==> config.mk <==
export PLATFORM = sky130hd
export DESIGN_NAME = pcl_loader
export DESIGN_NICKNAME = d
export VERILOG_FILES = /design/src/common/pcl_pkg.sv /design/src/hw/pcl_loader.sv /design/src/hw/pcl_sync.sv
export SDC_FILE = /design/constraint.sdc
export NUM_CORES = 1
export LEC_CHECK = 0
export ABC_AREA = 0
export BUFFER_PORTS_ARGS = -buffer_cell sky130_fd_sc_hd__buf_2
export CAP_MARGIN = 10
export CORE_MARGIN = 2
export CORE_UTILIZATION = 59
export CTS_CLUSTER_SIZE = 20
export DETAILED_ROUTE_END_ITERATION = 16
export HOLD_SLACK_MARGIN = 0.1
export PLACE_DENSITY = 0.8
export SLEW_MARGIN = 0
export SYNTH_ARGS = -nofsm -noshare
export SYNTH_HDL_FRONTEND = slang
export SYNTH_HIERARCHICAL = 1
export SYNTH_SLANG_ARGS = --single-unit
export TNS_END_PERCENT = 5
==> constraint.sdc <==
create_clock -name clk_in -period 5.1 [get_ports clk_in]
set_clock_uncertainty 0.15 [all_clocks]
set_input_delay 0.51 -clock clk_in [delete_from_list [all_inputs] [get_ports clk_in]]
set_output_delay 0.51 -clock clk_in [all_outputs]
set_load 0.05 [all_outputs]
==> src/common/pcl_pkg.sv <==
// package: constants for the parallel configuration loader
package pcl_pkg;
    localparam int CLK_HZ = 20000000;
    localparam int POR_DELAY_US = 100;
    localparam int POR_CYCLES = (POR_DELAY_US * (CLK_HZ / 1000000));
    // apb register byte offsets
    localparam logic [7:0] REG_CTRL = 8'h00;
    localparam logic [7:0] REG_STATUS = 8'h04;
    localparam logic [7:0] REG_IRQ_STAT = 8'h08;
    localparam logic [7:0] REG_IRQ_MASK = 8'h0C;
    localparam logic [7:0] REG_WORDS = 8'h10;
    localparam logic [7:0] REG_EXPECT = 8'h14;
    localparam logic [7:0] REG_LAST = 8'h18;
    // ctrl fields
    localparam int CTRL_WIDTH_LSB = 0;
    localparam int CTRL_DECOMP_BIT = 2;
    localparam int CTRL_SECURE_BIT = 3;
    localparam int CTRL_INITEN_BIT = 4;
    localparam logic [31:0] CTRL_RESET = 32'h0000_0002;
    localparam logic [31:0] EXPECT_RESET = 32'h0000_0010;
    // width codes
    localparam logic [1:0] WIDTH_8 = 2'h0;
    localparam logic [1:0] WIDTH_16 = 2'h1;
    localparam logic [1:0] WIDTH_32 = 2'h2;
    // clock-per-word ratios
    localparam logic [3:0] RATIO_PLAIN = 4'h1;
    localparam logic [3:0] RATIO_SECURE = 4'h4;
    localparam logic [3:0] RATIO_DECOMP = 4'h8;
    // interrupt bits
    localparam int IRQ_DONE = 0;
    localparam int IRQ_USER = 1;
    localparam int IRQ_RECONF = 2;
    localparam int IRQ_NBITS = 3;
    localparam int INIT_EDGES = 2;
    typedef enum logic [2:0] {
        ST_POR, ST_RESET, ST_LOAD, ST_INIT, ST_USER
    } pcl_state_t;
endpackage : pcl_pkg

==> src/hw/pcl_loader.sv <==
// module: fast parallel configuration loader with apb registers
// Function
// - in 32-bit mode one word is taken every 1, 4 or 8 clocks per security and decompression.
// - a low reconfig_request_n restarts configuration from any state but the power-on wait, user mode included.
// - in user mode status and complete lines both sit high.
// - after power-up the status line stays low for the whole power-on delay.
// - the complete line stays low after power-up, before and during loading.
// - config_clock is ignored once user mode is entered; the host never floats it.
// - 16-bit mode uses data lines 15..0, 8-bit mode 7..0; all lines turn user after loading.
// - the complete line rises only after the full image of expect words arrived, on the last clock of the last word.
// - two falling config_clock edges after completion start initialization and user mode.
// - once init-done is enabled, that output is low until initialization ends.
// - the chain-enable output may be left open or used as user I/O when unchained; here it is never user I/O, only driven low after loading, high otherwise.
//
// The register addresses and the APB slave port are this design's own decisions.
`timescale 1ns/1ns
module pcl_loader
    import pcl_pkg::*;
#(
    parameter int POR_COUNT = POR_CYCLES
) (
    input wire logic clk_in,
    input wire logic rstn_in,
    input wire logic psel_in,
    input wire logic penable_in,
    input wire logic pwrite_in,
    input wire logic [7:0] paddr_in,
    input wire logic [31:0] pwdata_in,
    output logic [31:0] prdata_out,
    output logic pready_out,
    output logic pslverr_out,
    output logic irq_out,
    input wire logic config_clock_in,
    input wire logic reconfig_request_n_in,
    input wire logic [31:0] data_in,
    output logic load_status_line_out,
    output logic load_complete_line_out,
    output logic init_done_out,
    output logic chain_enable_n_out,
    output logic user_mode_out,
    output logic [31:0] user_data_out
);
    logic [33:0] pins_s;
    logic config_clock_s;
    logic nreq_s;
    logic [31:0] data_s;

    // pins cross via two flops before any logic reads them
    pcl_sync #(.W(34)) u_sync (
        .clk_in(clk_in),
        .rstn_in(rstn_in),
        .async_in({config_clock_in, reconfig_request_n_in, data_in}),
        .sync_out(pins_s)
    );
    assign config_clock_s = pins_s[33];
    assign nreq_s = pins_s[32];
    assign data_s = pins_s[31:0];

    pcl_state_t state_q, state_d;
    logic [31:0] por_cnt_q, por_cnt_d;
    logic config_clock_q, config_clock_d;
    logic [3:0] phase_q, phase_d;
    logic [1:0] fall_q, fall_d;
    logic [31:0] words_q, words_d;
    logic [31:0] last_q, last_d;
    logic [31:0] ctrl_q, ctrl_d;
    logic [31:0] expect_q, expect_d;
    logic [IRQ_NBITS-1:0] istat_q, istat_d;
    logic [IRQ_NBITS-1:0] imask_q, imask_d;
    logic [31:0] prdata_q, prdata_d;
    logic pready_q, pready_d;
    logic pslverr_q, pslverr_d;
    logic irq_q, irq_d;
    logic status_q, status_d;
    logic done_q, done_d;
    logic init_q, init_d;
    logic ceo_q, ceo_d;
    logic user_q, user_d;
    logic [31:0] udata_q, udata_d;

    logic rise;
    logic fall;
    logic [3:0] ratio;
    logic [1:0] width;
    logic [31:0] word_masked;
    logic [IRQ_NBITS-1:0] ev;
    logic wr_acc;
    logic rd_acc;

    assign rise = config_clock_s & ~config_clock_q;
    assign fall = ~config_clock_s & config_clock_q;
    assign width = ctrl_q[CTRL_WIDTH_LSB +: 2];

    always_comb begin
        // ratio applies to the 32-bit scheme; narrower widths take one word per clock
        if (width != WIDTH_32) begin
            ratio = RATIO_PLAIN;
        end else if (ctrl_q[CTRL_DECOMP_BIT]) begin
            ratio = RATIO_DECOMP;
        end else if (ctrl_q[CTRL_SECURE_BIT]) begin
            ratio = RATIO_SECURE;
        end else begin
            ratio = RATIO_PLAIN;
        end
    end

    always_comb begin
        unique case (width)
            WIDTH_8: word_masked = {24'h000000, data_s[7:0]};
            WIDTH_16: word_masked = {16'h0000, data_s[15:0]};
            default: word_masked = data_s;
        endcase
    end

    // loader state machine
    always_comb begin
        state_d = state_q;
        por_cnt_d = por_cnt_q;
        config_clock_d = config_clock_s;
        phase_d = phase_q;
        fall_d = fall_q;
        words_d = words_q;
        last_d = last_q;
        status_d = status_q;
        done_d = done_q;
        init_d = init_q;
        ceo_d = ceo_q;
        user_d = user_q;
        udata_d = udata_q;
        ev = '0;
        unique case (state_q)
            ST_POR: begin
                status_d = 1'b0;
                done_d = 1'b0;
                if (por_cnt_q >= 32'(POR_COUNT - 1)) begin
                    state_d = ST_RESET;
                end else begin
                    por_cnt_d = por_cnt_q + 32'h0000_0001;
                end
            end
            ST_RESET: begin
                status_d = 1'b0;
                done_d = 1'b0;
                if (nreq_s) begin
                    state_d = ST_LOAD;
                    status_d = 1'b1;
                    phase_d = '0;
                    words_d = '0;
                end
            end
            ST_LOAD: begin
                if (rise) begin
                    if (phase_q == 4'h0) begin
                        last_d = word_masked;
                        words_d = words_q + 32'h0000_0001;
                    end
                    // extra clocks of a word go to decrypt/decompress
                    if (phase_q + 4'h1 >= ratio) begin
                        phase_d = '0;
                        // words_d already counts this group's word
                        if (words_d >= expect_q && phase_q + 4'h1 == ratio) begin
                            state_d = ST_INIT;
                            done_d = 1'b1;
                            ceo_d = 1'b0;
                            fall_d = '0;
                            ev[IRQ_DONE] = 1'b1;
                        end
                    end else begin
                        phase_d = phase_q + 4'h1;
                    end
                end
            end
            ST_INIT: begin
                if (fall) begin
                    if (fall_q == 2'(INIT_EDGES - 1)) begin
                        state_d = ST_USER;
                        user_d = 1'b1;
                        init_d = 1'b1;
                        ev[IRQ_USER] = 1'b1;
                    end else begin
                        fall_d = fall_q + 2'h1;
                    end
                end
            end
            ST_USER: begin
                // config_clock no longer looked at
                status_d = 1'b1;
                done_d = 1'b1;
                udata_d = data_s;
            end
            default: state_d = ST_RESET;
        endcase
        // low request restarts from anywhere but the power-on wait
        if (!nreq_s && state_q != ST_POR) begin
            state_d = ST_RESET;
            status_d = 1'b0;
            done_d = 1'b0;
            user_d = 1'b0;
            ceo_d = 1'b1;
            if (state_q != ST_RESET) begin
                ev[IRQ_RECONF] = 1'b1;
            end
        end
        // init-done low until user mode once enabled
        if (!user_d) begin
            init_d = ~ctrl_q[CTRL_INITEN_BIT];
        end
        if (!user_d) begin
            udata_d = '0;
        end
    end

    always_ff @(posedge clk_in or negedge rstn_in) begin
        if (!rstn_in) begin
            state_q <= ST_POR;
            por_cnt_q <= '0;
            config_clock_q <= 1'b0;
            phase_q <= '0;
            fall_q <= '0;
            words_q <= '0;
            last_q <= '0;
            status_q <= 1'b0;
            done_q <= 1'b0;
            init_q <= 1'b1;
            ceo_q <= 1'b1; // unchained use leaves it open
            user_q <= 1'b0;
            udata_q <= '0;
        end else begin
            state_q <= state_d;
            por_cnt_q <= por_cnt_d;
            config_clock_q <= config_clock_d;
            phase_q <= phase_d;
            fall_q <= fall_d;
            words_q <= words_d;
            last_q <= last_d;
            status_q <= status_d;
            done_q <= done_d;
            init_q <= init_d;
            ceo_q <= ceo_d;
            user_q <= user_d;
            udata_q <= udata_d;
        end
    end

    // apb slave, zero wait states
    assign wr_acc = psel_in & penable_in & pwrite_in;
    assign rd_acc = psel_in & ~penable_in & ~pwrite_in;

    always_comb begin
        ctrl_d = ctrl_q;
        expect_d = expect_q;
        imask_d = imask_q;
        // set wins over write-one clear
        istat_d = istat_q;
        prdata_d = prdata_q;
        pready_d = psel_in & ~penable_in;
        pslverr_d = 1'b0;
        if (wr_acc) begin
            unique case (paddr_in)
                REG_CTRL: ctrl_d = pwdata_in;
                REG_EXPECT: expect_d = pwdata_in;
                REG_IRQ_MASK: imask_d = pwdata_in[IRQ_NBITS-1:0];
                REG_IRQ_STAT: istat_d = istat_q & ~pwdata_in[IRQ_NBITS-1:0];
                default: ;
            endcase
        end
        istat_d = istat_d | ev;
        if (rd_acc) begin
            unique case (paddr_in)
                REG_CTRL: prdata_d = ctrl_q;
                REG_STATUS: prdata_d = {24'h000000, user_q, init_q, done_q, status_q,
                                        1'b0, 3'(state_q)};
                REG_IRQ_STAT: prdata_d = {29'h0, istat_q};
                REG_IRQ_MASK: prdata_d = {29'h0, imask_q};
                REG_WORDS: prdata_d = words_q;
                REG_EXPECT: prdata_d = expect_q;
                REG_LAST: prdata_d = last_q;
                default: prdata_d = 32'h0000_0000;
            endcase
        end
        if (psel_in & ~penable_in) begin
            unique case (paddr_in)
                REG_CTRL, REG_STATUS, REG_IRQ_STAT, REG_IRQ_MASK,
                REG_WORDS, REG_EXPECT, REG_LAST: pslverr_d = 1'b0;
                default: pslverr_d = 1'b1;
            endcase
        end
        irq_d = |(istat_d & imask_d);
    end

    always_ff @(posedge clk_in or negedge rstn_in) begin
        if (!rstn_in) begin
            ctrl_q <= CTRL_RESET;
            expect_q <= EXPECT_RESET;
            istat_q <= '0;
            imask_q <= '0;
            prdata_q <= '0;
            pready_q <= 1'b0;
            pslverr_q <= 1'b0;
            irq_q <= 1'b0;
        end else begin
            ctrl_q <= ctrl_d;
            expect_q <= expect_d;
            istat_q <= istat_d;
            imask_q <= imask_d;
            prdata_q <= prdata_d;
            pready_q <= pready_d;
            pslverr_q <= pslverr_d;
            irq_q <= irq_d;
        end
    end

    assign prdata_out = prdata_q;
    assign pready_out = pready_q;
    assign pslverr_out = pslverr_q;
    assign irq_out = irq_q;
    assign load_status_line_out = status_q;
    assign load_complete_line_out = done_q;
    assign init_done_out = init_q;
    assign chain_enable_n_out = ceo_q;
    assign user_mode_out = user_q;
    assign user_data_out = udata_q;
endmodule : pcl_loader

==> src/hw/pcl_sync.sv <==
// module: two-flop synchroniser for link pins
`timescale 1ns/1ns
module pcl_sync #(
    parameter int W = 1
) (
    input wire logic clk_in,
    input wire logic rstn_in,
    input wire logic [W-1:0] async_in,
    output logic [W-1:0] sync_out
);
    logic [W-1:0] meta_q;
    logic [W-1:0] meta_d;
    logic [W-1:0] sync_q;
    logic [W-1:0] sync_d;

    always_comb begin
        meta_d = async_in;
        sync_d = meta_q;
    end

    always_ff @(posedge clk_in or negedge rstn_in) begin
        if (!rstn_in) begin
            meta_q <= '0;
            sync_q <= '0;
        end else begin
            meta_q <= meta_d;
            sync_q <= sync_d;
        end
    end

    assign sync_out = sync_q;
endmodule : pcl_sync

==> reports/metrics.yaml <==
sta:
  max-slew-margin-rel: 0.289
  maxSlewViolCount: 0
  tns_ns: 0
  fin_ws_ns: 0.828
  tightest_slew_ns: 1.06
  hold_viol: 0
  fmax_mhz: 234
  rsz0062_at_grt: "false"
  fin_crit_sh: 0.838
  period_minus_slack_ns: 4.27
  setup_viol: 0
worst_setup_path:
  start_kind: "flop"
  crit_arrival_ns: 4.52
  path_class: "flop to flop"
  rr_startpoint: "phase_q[0]"
  startpoint: "phase_q[0]"
  critical_path_peak_fanout: 8
  end_kind: "flop"
  crit_required_ns: 5.35
logic_synthesis:
  synth_nets: 1336
  ys_seq_area_frac: 0.580
  ys_types: 68
  yosys_warnings: 6
  avgSynthCellArea_um2: 11.2
  synth_area_leaders: "dfrtp_1, nand2_1, ha_1, o21ai_0, a22o_1"
  synth_seq_cells: 316
  yosys.area.top_type: "dfrtp_1"
  synthCells: 1217
  async_flop_share: 1.00
  synth-edff-count: 0
  synth_top_cell_area_share: 0.572
  netlist_area_mm2: 0.0137
  synth_flop_cell: "dfrtp_1"
cells_and_area:
  diodes: 0
  area_growth_pct: 19.1
  drive_above_1_share: 0.181
  fin_nets: 1509
  nFillCells: 1592
global_routing:
  grt_use_met1: 0.385
  grtUsageTotal: 0.280
  overflow: 0
  grt_max_degree: 99
  met2_usage: 0.450
  grt_pass1_wl_mm: 53.7
  grt_pass1_vias: 10300
  use_met3: 0.0586
  top_usage_layer: "met2"
  antenna_found_initial: 0
worst_hold_path:
  hp-class: "input pin to flop"
  min_from: "pwdata_in[31]"
clocking:
  numCtsBuffers: 34
  clkTransAtPathRegs_ns: 0.06
  clk_path_buf_depth: 3
  postCtsSetupRepairBufs: 0
  cts_hold_buf: 64
  cts_sinks: 316
  cts_resized: 0
  cts_tree: "built"
  clock_latency_ns: 0.52
  htree_levels: 2
  cts_root_buffer: "clkbuf_16"
route:
  routed-via-count: 10100
  routed_via_density: 5.93
  wl_per_cell_um: 19.6
  drt_iter0_drc: 973
  first_pass_iters: 8
  post-route-drc-count: 0
  finalWirelength_mm: 33.3
  drtAntennaViolNets: 0
placed_design:
  place_congestion: 0.911
  place_hpwl_mm: 21.1
  portBuffers: 150
  place_ws_ns: 0.881
die:
  die_h_um: 156
  core-area_mm2: 0.0227
  die_area_mm2: 0.0244
  ios: 151
  num_rows: 55
  initial_core_util: 0.601
  die-width_um: 156
pwr:
  irDropWorstVdd_uv: 271
  leakage_nw: 8.10
  p_per_area_mw_per_mm2: 325
job:
  maxCapViolations: 0
run_status:
  outcome: "complete, no violations"
==> report_power, final <==
group	internal (mW)	total, mW	switching [mW]
Sequential	2.55	2.57	0.0228
Combinational	0.0739	0.179	0.106
Clock	1.55	2.54	0.996
Total	4.17	5.29	1.12
==> cell type report <==
type	instances	area, um^2	share of cell area
clock inverters	16	228	0.0140
well taps	285	357	0.0219
repair buffers	229	1530	0.0944
inverters	44	165	0.0102
flip-flops and latches	316	7910	0.487
multi-input cells	765	5130	0.316
clock buffers	43	925	0.0569
==> cell usage after synthesis (29+ instances only) <==
cell	instances
a21o_1	32
a21oi_1	67
a22o_1	41
clkbuf_1	58
dfrtp_1	312
ha_1	40
inv_1	44
mux2_1	30
nand2_1	173
nor2_1	31
o21ai_0	88
xnor2_1	29
==> per-stage QoR <==
stage / hold slack, ns / area [um^2] / power [mW] / utilization / std cells
after global placement: 0.181 / 14400 / 2.75 / 0.636 / 1574
after CTS: 0.101 / 16200 / 5.33 / 0.715 / 1697
after global routing: 0.107 / 16300 / 5.44 / 0.716 / 1698
after detailed placement: 0.185 / 14400 / 2.76 / 0.636 / 1574
after floorplan: 0.0644 / 13700 / 2.65 / - / 1217
final: 0.113 / 16300 / 5.29 / 0.716 / 1698
==> layout by cell type, fill, tap and decap left out, types with 6 or more instances in the layout <==
master	instances
dfrtp_1	312
nand2_1	172
buf_2	149
o21ai_0	88
a21oi_1	66
dlygate4sd3_1	64
inv_1	44
a22o_1	41
ha_1	40
clkbuf_16	34
a21o_1	32
nor2_1	30
mux2_1	30
xnor2_1	29
a222oi_1	26
nand3_1	21
mux2_2	16
xor2_1	14
a31oi_1	13
buf_4	13
and3_1	12
nor3_1	12
nand4_1	10
mux2i_1	9
nand2b_1	7
o31ai_1	7
clkinv_2	7
nor4_1	6
==> worst paths after layout <==
| path | endpoint | cells after the start | slack [ns] |
|---|---|---|---|
| hold reg to reg | u_sync/sync_out[9] | 0 | 0.20 |
| hold / removal | ctrl_q[31] | 2 | 0.11 |
| min in group asynchronous | u_sync/meta_q[5] | 2 | 0.47 |
| max in group asynchronous | user_data_out[26] | 3 | 3.22 |
| setup reg to reg | fall_q[0] | 15 | 0.83 |
| setup / recovery | fall_q[0] | 15 | 0.83 |
==> cell families (layout without fill, tap and decap cells) <==
family                     after synthesis  count (layout)  synth area share
DFF                                    316             316             0.580
AOI/OAI and AO/OA                      312             312             0.152
adders and majority gates               40              40            0.0367
and+or+nand+nor                        314             314             0.112
xor gates and xnor gates                43              43            0.0276
buffers and inverters                  136             332            0.0458
muxes                                   56              56            0.0462
==> per-layer routing <==
| metal | share of wire | wire [um] |
|---|---|---|
| met1 | 0.44 | 14600 |
| met2 | 0.48 | 15900 |
| met3 | 0.064 | 2120 |
| met4 | 0.021 | 705 |
| met5 | 0 | 0 |
==> critical path, cell delays in order, from the launching register on <==
cell	delay (ns)
dfrtp_1	0.44
inv_1	0.09
ha_1	0.16
and4bb_1	0.32
nand4_1	0.34
nor2_1	0.49
nand3_1	0.20
nor2_1	0.17
xnor2_1	0.08
ha_1	0.29
nand4_1	0.11
nor4_1	0.37
nand2_1	0.13
a311oi_1	0.43
nor3_1	0.10
mux2_2	0.29
==> state kept, by name (all words and copies together) (netlist names), 2 cells and up <==
name	count
ctrl_q	32
expect_q	32
fall_q	2
imask_q	3
istat_q	3
last_q	32
phase_q	4
por_cnt_q	32
prdata_out	32
state_q	3
u_sync/meta_q	34
u_sync/sync_out	34
user_data_out	32
words_q	32
No activity file was read; power rests on OpenSTA's default activity.
